===== src/fault_status_params.svh =====
// Constants for the dual-channel fault status and interrupt block.
// Assumes a single 10 MHz core clock; included by bare name.
`ifndef FAULT_STATUS_PARAMS_SVH
`define FAULT_STATUS_PARAMS_SVH

// ----------------------------------------------------------------
// Register map
// ----------------------------------------------------------------
`define FAULT_STATUS_PRIMARY_ADDR     8'h00
`define MONITOR_STATUS_SECONDARY_ADDR 8'h01
`define STATUS_UNMAPPED_VALUE         8'h00

// ----------------------------------------------------------------
// Field positions, register 0
// ----------------------------------------------------------------
`define BIT_CH1_OUTPUT_OFF    0
`define BIT_CH2_OUTPUT_OFF    1
`define BIT_CH1_OVERCURRENT   2
`define BIT_CH2_OVERCURRENT   3
`define BIT_CH1_VOLTAGE_BAD   4
`define BIT_CH2_VOLTAGE_BAD   5
`define BIT_SUPPLY_UNDERVOLT  6
`define BIT_OVERTEMPERATURE   7

// ----------------------------------------------------------------
// Field positions, register 1
// ----------------------------------------------------------------
`define BIT_CH1_PUMP_GOOD     0
`define BIT_CH2_PUMP_GOOD     1
`define BIT_CH1_TONE_SEEN     2
`define BIT_CH2_TONE_SEEN     3
`define BIT_EARLY_POWER_FAIL  4
`define BIT_FACTORY_LOCK      5
`define BIT_CH1_BOOST_HIGH    6
`define BIT_CH2_BOOST_HIGH    7

// ----------------------------------------------------------------
// Reset values and timing
// ----------------------------------------------------------------
`define FLAG_RESET            1'b0
`define OUTPUT_OFF_RESET      1'b1
`define CLK_FREQ_HZ           10000000
`define RETRY_TIME_US         1000000
`define EPF_DELAY1_US         11500
`define EPF_DELAY2_US         46000
`define EPF_DELAY3_US         92000
// Whole-microsecond scaling keeps 11.5 ms exact at this clock
`define US_TO_CYCLES(t)       ((t) * (`CLK_FREQ_HZ / 1000000))

`endif


===== src/fault_status_pkg.sv =====
// Types shared by the fault status block and its power-fail timer.
// Holds no constants; those live in the params header.
`default_nettype none

package fault_status_pkg;

  // Early power fail warning sequence
  typedef enum logic [1:0] {
    EPF_IDLE,
    EPF_ACTIVE,
    EPF_HOLD
  } epf_state_t;

endpackage

`default_nettype wire


===== src/epf_link_if.sv =====
// Carries the early power fail signals between the status core and its timer.
// Assumes both ends run on the same core clock.
`timescale 1ns/100ps
`default_nettype none

interface epf_link_if;
  logic       supply_low;     // Synced comparator, high while below threshold
  logic [1:0] delay_sel;      // {power_fail_delay_msb, power_fail_delay_lsb}
  logic       read_done;      // Host read sequence completed
  logic       warn;           // Status bit value
  logic       irq_pending;    // Interrupt request held for this warning

  modport core  (output supply_low, output delay_sel, output read_done,
                 input warn, input irq_pending);
  modport timer (input supply_low, input delay_sel, input read_done,
                 output warn, output irq_pending);
endinterface

`default_nettype wire


===== src/dual_channel_fault_status_irq.sv =====
// Two read-only status registers of a dual supply regulator and the
// active-low interrupt they drive. Assumes the serial engine gives a
// same-clock read strobe with a select and a read-complete pulse, and
// that comparator inputs are asynchronous to core_clk.
`timescale 1ns/100ps
`default_nettype none

`include "fault_status_params.svh"

module dual_channel_fault_status_irq
  import fault_status_pkg::*;
#(
  parameter int   RETRY_CYCLES  = `US_TO_CYCLES(`RETRY_TIME_US),
  parameter int   DELAY1_CYCLES = `US_TO_CYCLES(`EPF_DELAY1_US),
  parameter int   DELAY2_CYCLES = `US_TO_CYCLES(`EPF_DELAY2_US),
  parameter int   DELAY3_CYCLES = `US_TO_CYCLES(`EPF_DELAY3_US),
  parameter logic FACTORY_LOCK  = 1'b1   // Arbitrary value
) (
  input  wire logic       core_clk,
  input  wire logic       resetn,
  // Register read port from the serial engine
  input  wire logic       rd_strobe,
  input  wire logic [7:0] register_select,
  input  wire logic       read_done,
  output logic      [7:0] rd_data,
  // Control bits held elsewhere
  input  wire logic [1:0] ch_enable,
  input  wire logic       restart_policy,
  input  wire logic       power_fail_delay_lsb,
  input  wire logic       power_fail_delay_msb,
  // Comparator inputs, asynchronous
  input  wire logic [1:0] ch_overcurrent_in,
  input  wire logic       overtemperature_in,
  input  wire logic       supply_undervoltage_in,
  input  wire logic       supply_above_9v_in,
  input  wire logic [1:0] ch_voltage_bad_in,
  input  wire logic [1:0] ch_pump_good_in,
  input  wire logic [1:0] ch_tone_seen_in,
  input  wire logic [1:0] ch_boost_high_in,
  input  wire logic       power_fail_in,
  // Results
  output logic      [1:0] ch_output_on,
  output logic            irq_n
);

  localparam int RW = $clog2(RETRY_CYCLES);
  localparam int SW = 14;

  // Refuse a retry period the counter cannot serve
  if (RETRY_CYCLES < 2) begin : g_chk
    $error("dual_channel_fault_status_irq: RETRY_CYCLES must be at least 2");
  end

  // ----------------------------------------------------------------
  // Reset release
  // ----------------------------------------------------------------
  logic [1:0] rst_sync_q;
  logic       rst_n;

  // Asserts at once, releases after two edges
  always_ff @(posedge core_clk or negedge resetn) begin
    if (!resetn) begin
      rst_sync_q <= 2'h0;
    end else begin
      rst_sync_q <= {rst_sync_q[0], 1'b1};
    end
  end
  assign rst_n = rst_sync_q[1];

  // ----------------------------------------------------------------
  // Input synchronisers
  // ----------------------------------------------------------------
  wire  logic [SW-1:0] raw_in = {power_fail_in, ch_boost_high_in, ch_tone_seen_in, ch_pump_good_in,
                                 ch_voltage_bad_in, supply_above_9v_in, supply_undervoltage_in,
                                 overtemperature_in, ch_overcurrent_in};
  logic       [SW-1:0] meta_q;
  logic       [SW-1:0] sync_q;

  // First stage feeds only the second
  always_ff @(posedge core_clk or negedge rst_n) begin
    if (!rst_n) begin
      meta_q <= '0;
      sync_q <= '0;
    end else begin
      meta_q <= raw_in;
      sync_q <= meta_q;
    end
  end

  wire logic [1:0] oc_now     = sync_q[1:0];
  wire logic       ot_now     = sync_q[2];
  wire logic       uv_now     = sync_q[3];
  wire logic       vin_ok     = sync_q[4];
  wire logic [1:0] vbad_now   = sync_q[6:5];
  wire logic [1:0] pump_now   = sync_q[8:7];
  wire logic [1:0] tone_now   = sync_q[10:9];
  wire logic [1:0] boost_now  = sync_q[12:11];
  wire logic       pfail_now  = sync_q[13];

  // ----------------------------------------------------------------
  // Auto-retry tick
  // ----------------------------------------------------------------
  logic [RW-1:0] retry_cnt_q;
  wire  logic    retry_tick = (retry_cnt_q == RW'(RETRY_CYCLES - 1));

  // Free-running 1 s period; a flag may wait up to one full period
  always_ff @(posedge core_clk or negedge rst_n) begin
    if (!rst_n) begin
      retry_cnt_q <= '0;
    end else begin
      retry_cnt_q <= retry_tick ? '0 : retry_cnt_q + RW'(1);
    end
  end

  // ----------------------------------------------------------------
  // Latched faults
  // ----------------------------------------------------------------
  // Clear chances: periodic retry or a completed host read
  wire logic retry_clear = restart_policy && retry_tick;
  wire logic read_clear  = !restart_policy && read_done;

  logic [1:0] oc_q;
  logic [1:0] oc_d;
  logic       ot_q;
  logic       ot_d;
  logic       uv_q;
  logic       uv_d;
  logic [1:0] off_q;
  logic [1:0] off_d;
  logic [1:0] ch_fault;

  // Live condition re-sets the flag, so the set wins over any clear
  assign ot_d = ot_now || (ot_q && !(retry_clear || read_clear));
  assign uv_d = uv_now || (uv_q && !(read_done && vin_ok));

  genvar ch;
  generate
    for (ch = 0; ch < 2; ch++) begin : g_ch
      assign oc_d[ch]     = oc_now[ch] || (oc_q[ch] && !(retry_clear || read_clear));
      assign ch_fault[ch] = oc_q[ch] || oc_now[ch] || ot_q || uv_q || !pump_now[ch];
      // Off holds until enabled and nothing is wrong
      assign off_d[ch]    = (!ch_enable[ch] || ch_fault[ch]) ? 1'b1 : 1'b0;
    end
  endgenerate

  always_ff @(posedge core_clk or negedge rst_n) begin
    if (!rst_n) begin
      oc_q  <= {2{`FLAG_RESET}};
      ot_q  <= `FLAG_RESET;
      uv_q  <= `FLAG_RESET;
      off_q <= {2{`OUTPUT_OFF_RESET}};
    end else begin
      oc_q  <= oc_d;
      ot_q  <= ot_d;
      uv_q  <= uv_d;
      off_q <= off_d;
    end
  end

  assign ch_output_on = ~off_q;

  // ----------------------------------------------------------------
  // Early power fail warning
  // ----------------------------------------------------------------
  epf_link_if epf_link ();

  assign epf_link.supply_low = pfail_now;
  assign epf_link.delay_sel  = {power_fail_delay_msb, power_fail_delay_lsb};
  assign epf_link.read_done  = read_done;

  epf_hold #(
    .DELAY1_CYCLES (DELAY1_CYCLES),
    .DELAY2_CYCLES (DELAY2_CYCLES),
    .DELAY3_CYCLES (DELAY3_CYCLES)
  ) u_epf_hold (
    .clk   (core_clk),
    .rst_n (rst_n),
    .link  (epf_link.timer)
  );

  // ----------------------------------------------------------------
  // Status images
  // ----------------------------------------------------------------
  logic [7:0] primary_img;
  logic [7:0] secondary_img;

  always_comb begin
    primary_img                          = 8'h00;
    primary_img[`BIT_CH1_OUTPUT_OFF]     = off_q[0];
    primary_img[`BIT_CH2_OUTPUT_OFF]     = off_q[1];
    primary_img[`BIT_CH1_OVERCURRENT]    = oc_q[0];
    primary_img[`BIT_CH2_OVERCURRENT]    = oc_q[1];
    primary_img[`BIT_CH1_VOLTAGE_BAD]    = vbad_now[0];
    primary_img[`BIT_CH2_VOLTAGE_BAD]    = vbad_now[1];
    primary_img[`BIT_SUPPLY_UNDERVOLT]   = uv_q;
    primary_img[`BIT_OVERTEMPERATURE]    = ot_q;
  end

  always_comb begin
    secondary_img                        = 8'h00;
    secondary_img[`BIT_CH1_PUMP_GOOD]    = pump_now[0];
    secondary_img[`BIT_CH2_PUMP_GOOD]    = pump_now[1];
    secondary_img[`BIT_CH1_TONE_SEEN]    = tone_now[0];
    secondary_img[`BIT_CH2_TONE_SEEN]    = tone_now[1];
    secondary_img[`BIT_EARLY_POWER_FAIL] = epf_link.warn;
    secondary_img[`BIT_FACTORY_LOCK]     = FACTORY_LOCK;
    secondary_img[`BIT_CH1_BOOST_HIGH]   = boost_now[0];
    secondary_img[`BIT_CH2_BOOST_HIGH]   = boost_now[1];
  end

  // ----------------------------------------------------------------
  // Read port
  // ----------------------------------------------------------------
  wire logic sel_primary   = (register_select == `FAULT_STATUS_PRIMARY_ADDR);
  wire logic sel_secondary = (register_select == `MONITOR_STATUS_SECONDARY_ADDR);
  wire logic [7:0] rd_mux  = sel_primary   ? primary_img   :
                             sel_secondary ? secondary_img : `STATUS_UNMAPPED_VALUE;

  // Snapshot on strobe so the serializer sees a stable byte
  always_ff @(posedge core_clk or negedge rst_n) begin
    if (!rst_n) begin
      rd_data <= 8'h00;
    end else if (rd_strobe) begin
      rd_data <= rd_mux;
    end
  end

  // ----------------------------------------------------------------
  // Interrupt
  // ----------------------------------------------------------------
  // Only these four sources may pull the line
  wire logic irq_any = (|oc_q) || ot_q || uv_q || epf_link.irq_pending;

  always_ff @(posedge core_clk or negedge rst_n) begin
    if (!rst_n) begin
      irq_n <= 1'b1;
    end else begin
      irq_n <= !irq_any;
    end
  end

endmodule

`default_nettype wire


===== src/epf_hold.sv =====
// Early power fail warning with a programmable release delay.
// Assumes synchronised inputs and the synchronised reset of the core.
`timescale 1ns/100ps
`default_nettype none

`include "fault_status_params.svh"

module epf_hold
  import fault_status_pkg::*;
#(
  parameter int DELAY1_CYCLES = `US_TO_CYCLES(`EPF_DELAY1_US),
  parameter int DELAY2_CYCLES = `US_TO_CYCLES(`EPF_DELAY2_US),
  parameter int DELAY3_CYCLES = `US_TO_CYCLES(`EPF_DELAY3_US)
) (
  input  wire logic     clk,
  input  wire logic     rst_n,
  epf_link_if.timer     link
);

  localparam int CW = $clog2(DELAY3_CYCLES + 1);

  // Refuse delays the counter cannot order or hold
  if (DELAY1_CYCLES < 1 || DELAY2_CYCLES < DELAY1_CYCLES || DELAY3_CYCLES < DELAY2_CYCLES) begin : g_chk
    $error("epf_hold: delay counts must be positive and ascending");
  end

  // ----------------------------------------------------------------
  // Delay decode
  // ----------------------------------------------------------------
  function automatic logic [CW-1:0] hold_limit(input logic [1:0] sel);
    case (sel)
      2'h1:    hold_limit = CW'(DELAY1_CYCLES);
      2'h2:    hold_limit = CW'(DELAY2_CYCLES);
      2'h3:    hold_limit = CW'(DELAY3_CYCLES);
      default: hold_limit = '0;
    endcase
  endfunction

  epf_state_t    state_q, state_d;
  logic [CW-1:0] cnt_q, cnt_d;
  logic          irq_q, irq_d;
  wire  logic    hold_over = (cnt_q >= hold_limit(link.delay_sel));

  // Warning stays up through the hold time; zero delay drops at once
  always_comb begin
    state_d = state_q;
    cnt_d   = cnt_q;
    case (state_q)
      EPF_IDLE: begin
        if (link.supply_low) begin
          state_d = EPF_ACTIVE;
        end
      end
      EPF_ACTIVE: begin
        cnt_d = '0;
        if (!link.supply_low) begin
          state_d = (hold_limit(link.delay_sel) == '0) ? EPF_IDLE : EPF_HOLD;
        end
      end
      EPF_HOLD: begin
        cnt_d = cnt_q + CW'(1);
        if (link.supply_low) begin
          state_d = EPF_ACTIVE;
        end else if (hold_over) begin
          state_d = EPF_IDLE;
        end
      end
      default: state_d = EPF_IDLE;
    endcase
  end

  // Interrupt holds until read; a new warning in the read cycle wins
  assign irq_d = (link.supply_low && state_q == EPF_IDLE) || (irq_q && !link.read_done);

  always_ff @(posedge clk or negedge rst_n) begin
    if (!rst_n) begin
      state_q <= EPF_IDLE;
      cnt_q   <= '0;
      irq_q   <= `FLAG_RESET;
    end else begin
      state_q <= state_d;
      cnt_q   <= cnt_d;
      irq_q   <= irq_d;
    end
  end

  assign link.warn        = (state_q != EPF_IDLE);
  assign link.irq_pending = irq_q;

endmodule

`default_nettype wire


===== config.mk =====
export PLATFORM = sky130hd
export DESIGN_NAME = dual_channel_fault_status_irq
export DESIGN_NICKNAME = d
export VERILOG_FILES = /design/src/fault_status_pkg.sv /design/src/epf_link_if.sv /design/src/dual_channel_fault_status_irq.sv /design/src/epf_hold.sv
export VERILOG_INCLUDE_DIRS = /design/src /design/src/src
export SDC_FILE = /design/constraint.sdc
export NUM_CORES = 1
export LEC_CHECK = 0
export BUFFER_PORTS_ARGS = -buffer_cell sky130_fd_sc_hd__clkbuf_2
export CORE_MARGIN = 2
export CORE_UTILIZATION = 50
export CTS_BUF_LIST = sky130_fd_sc_hd__clkbuf_2
export DETAILED_ROUTE_END_ITERATION = 12
export GPL_TIMING_DRIVEN = 1
export HOLD_SLACK_MARGIN = 0.03
export PLACE_DENSITY = 0.69
export REMOVE_ABC_BUFFERS = 1
export SKIP_LAST_GASP = 1
export SYNTH_ARGS = -nofsm -noshare
export SYNTH_HDL_FRONTEND = slang
export SYNTH_SLANG_ARGS = --single-unit

===== constraint.sdc =====
create_clock -name core_clk -period 4 [get_ports core_clk]
set_clock_uncertainty 0.05 [all_clocks]
set_input_delay 0.2 -clock core_clk [delete_from_list [all_inputs] [get_ports core_clk]]
set_output_delay 0.2 -clock core_clk [all_outputs]
set_load 0.1 [all_outputs]

==> impl_metrics.json <==
{
  "cts_buffers": 9,
  "yosys_warnings": 0,
  "grt_antenna_before_repair": 0,
  "avgSynthCellArea_sq_um": 11.03,
  "final.period_utilization_pct": 56.50,
  "track_usage_pct": 19.16,
  "nets": 501,
  "worstMarginPinSlew_ns": 1.062,
  "synth_largest_area_cell": "dfrtp_1",
  "io_buffers": 41,
  "grt_pass1_vias": 2974,
  "root_buffer": "clkbuf_2",
  "cts_tree": "built",
  "rrSetupSlack_ns": 1.74,
  "synth_most_common_cell": "dfrtp_1",
  "swShare_pct": 31.69,
  "design_area_sq_um": 4817,
  "start_util_pct": 50.71,
  "drcViolationCount": 0,
  "pin_count": 42,
  "p_total_mw": 1.728,
  "async_reset_ff_share_pct": 100.0,
  "cap_violations": 0,
  "power.density_nw_per_um2": 358.6,
  "grt_max_degree": 62,
  "netlist_area_sq_um": 4104,
  "period_minus_slack_ns": 2.260,
  "p_clk_share_pct": 26.5,
  "drtPass1Iterations": 4,
  "slew_headroom_pct": 29.05,
  "timing.rr.end": "u_epf_hold.cnt_q[18]",
  "via_count": 2855,
  "critPathRequiredTime_ns": 4.43,
  "die_area_sq_um": 8948,
  "setup_tns_ns": 0,
  "maxSlewViolCount": 0,
  "hold_path_end": "rd_data[4]",
  "gr-total-overflow": 0,
  "cts_hold_buf": 27,
  "end_kind": "register",
  "crit_chain": "inv_1 -> ha_1 -> nand3_1 -> nor3_1 -> nand4_1 -> or2_0 -> a21oi_1",
  "die_w_um": 94.60,
  "peakVddDrop_v": 0.0002603,
  "holdPathStages": 4,
  "cp_max_fo": 10,
  "power.leakage_nw": 2.308,
  "fillCellCount": 680,
  "multi_input_area_sq_um": 1677,
  "max_freq_mhz": 442.5,
  "internal_power_mw": 1.180,
  "ant_nets": 0,
  "gp_congestion": 0.8011,
  "grt_pass1_wl_um": 13310,
  "cp-start-kind": "register",
  "synth_ff_type": "dfrtp_1",
  "antenna_cells": 0,
  "clock_sinks": 92,
  "die_h_um": 94.60,
  "yosys.cell_types.count": 43,
  "final_util_pct": 59.52,
  "synth.area.top_cells": "dfrtp_1, ha_1, xor2_1",
  "ff_latch_area_sq_um": 2310,
  "wirelength_um": 7456,
  "cts_setup_buffers": 0,
  "reg2reg_from": "u_epf_hold.state_q[0]",
  "ff2ff_path_depth": 7,
  "final_hold_viol_count": 0,
  "syn2layout_area_growth_pct": 17.38,
  "synth_top_area_share_pct": 54.27,
  "crit_arrival_ns": 2.69,
  "synth_cells": 372,
  "crit_type": "reg -> reg",
  "cts_resized": 0,
  "synth_edf_count": 0,
  "crit_path_top_delay_cell": "nor3_1",
  "pwr-share-seq_pct": 58.0,
  "clk_latency_ns": 0.54,
  "setup-violations-final": 0,
  "ctsHtreeMaxLevel": 3,
  "dp.final_hpwl_um": 5259,
  "drive_gt1_share_pct": 16.67,
  "num_rows": 33,
  "status": "complete, no violations",
  "cpPeakStageDelay_ns": 0.46,
  "synthTopCellsByCount": "dfrtp_1, nor2_1, nand2_1",
  "rsz0062_at_grt": "false",
  "routedWlPerCell_um": 13.43,
  "cts_buffer_depth": 2,
  "core-area_sq_um": 8093,
  "hp-class": "in -> reg",
  "yosysSeqAreaShare_pct": 56.19,
  "viasPerCell": 5.144,
  "path_clk_slew_ns": 0.26,
  "ys_ff_latch": 92,
  "placed_area_sq_um": 4420,
  "drt_iter0_markers": 136,
  "switchingPower_mw": 0.5475,
  "p_comb_share_pct": 15.5,
  "hold_start": "register_select[0]"
}
-- flip-flops by register name, summed over array words and instances (netlist names) --
register and count:
sync_q 14, rst_sync_q 2, uv_q 1, u_epf_hold.link.irq_pending 1, rd_data 8, u_epf_hold.state_q 2, ot_q 1, irq_n 1
u_epf_hold.cnt_q 20, meta_q 14, retry_cnt_q 24, off_q 2, oc_q 2
-- worst max path at each step --
stage	start	end
floorplan	rst_sync_q[1]	meta_q[0]
global placement	power_fail_delay_lsb	u_epf_hold.state_q[1]
detailed placement	power_fail_delay_lsb	u_epf_hold.state_q[1]
CTS	u_epf_hold.state_q[0]	u_epf_hold.cnt_q[18]
global route	u_epf_hold.state_q[0]	u_epf_hold.cnt_q[19]
finish	u_epf_hold.state_q[0]	u_epf_hold.cnt_q[18]
-- cell type report --
| class | instances | share of cell area [%] |
|---|---|---|
| Inverter | 24 | 1.870 |
| Clock inverter | 7 | 1.688 |
| Clock buffer | 9 | 0.9351 |
| Tap cell | 105 | 2.727 |
| Timing Repair Buffer | 69 | 10.03 |
| Multi-Input combinational cell | 249 | 34.81 |
| Sequential cell | 92 | 47.95 |
-- per-layer routing --
| layer | vias up | wire length, um | global-route usage (%) |
|---|---|---|---|
| li1 | 1417 | - | - |
| met2 | 40 | 3597 | 31.73 |
| met3 | 7 | 249 | 4.150 |
| met5 | - | 0 | 0 |
| met4 | 0 | 82 | 6.522 |
| met1 | 1391 | 3526 | 25.19 |
-- per-stage QoR --
stage	worst slack, ns	instances	hold WS [ns]
final	1.740	555	0.07501
after floorplan	1.203	365	-0.1456
after CTS	1.748	555	0.03250
after detailed placement	1.739	512	-0.06331
after global routing	1.580	555	0.05704
after global placement	1.817	512	-0.06428
-- worst max-delay path, delay by kind of cell, from the launching register on --
kind	cells	cell delay (ns)
buffers and inverters	1	0.09
adders and majority gates	1	0.45
DFF	1	0.45
AOI/OAI and AO/OA	1	0.15
and+or+nand+nor	4	1.01
-- placed cells by master (no fill, tap or decap), types with 2 or more instances in the layout --
| cell | count |
|---|---|
| dfrtp_1 | 88 |
| clkbuf_2 | 50 |
| nor2_1 | 38 |
| nand2_1 | 31 |
| dlygate4sd3_1 | 27 |
| ha_1 | 25 |
| inv_1 | 24 |
| nand3_1 | 21 |
| xor2_1 | 20 |
| xnor2_1 | 15 |
| and3_1 | 10 |
| o21ai_0 | 10 |
| nand4_1 | 9 |
| a21oi_1 | 7 |
| o22ai_1 | 7 |
| mux2_2 | 6 |
| nor3_1 | 5 |
| o211ai_1 | 5 |
| a21o_1 | 4 |
| nor4_1 | 3 |
| mux2i_1 | 3 |
| dfstp_2 | 3 |
| and4_1 | 2 |
| and2_1 | 2 |
| nor3b_1 | 2 |
| nor2b_1 | 2 |
| nand4b_1 | 2 |
| nand3b_1 | 2 |
| o21bai_1 | 2 |
| a211oi_1 | 2 |
| and4_4 | 2 |
| or3_1 | 2 |
| clkinv_4 | 2 |
| inv_8 | 2 |
| clkinv_8 | 2 |
-- cells by family after synthesis --
kind of cell	after synthesis	synth area share, %
and+or+nand+nor	140	17.44
muxes	9	2.378
adders and majority gates	25	7.622
buffers and inverters	31	2.957
AOI/OAI and AO/OA	39	5.854
other	1	0.09138
xor gates and xnor gates	35	7.470
DFF	92	56.19
-- power groups by stage --
stage | combinational, mW | clock [mW] | sequential, mW
4_1_cts | 0.269 | 0.483 | 1.00
3_5_place_dp | 0.251 | 0 | 1.02
3_3_place_gp | 0.240 | 0 | 1.02
2_1_floorplan | 0.172 | 0 | 1.02
5_1_grt | 0.300 | 0.521 | 1.01
6_report | 0.268 | 0.458 | 1.00
Note: power is estimated with default switching activity, not from simulation.
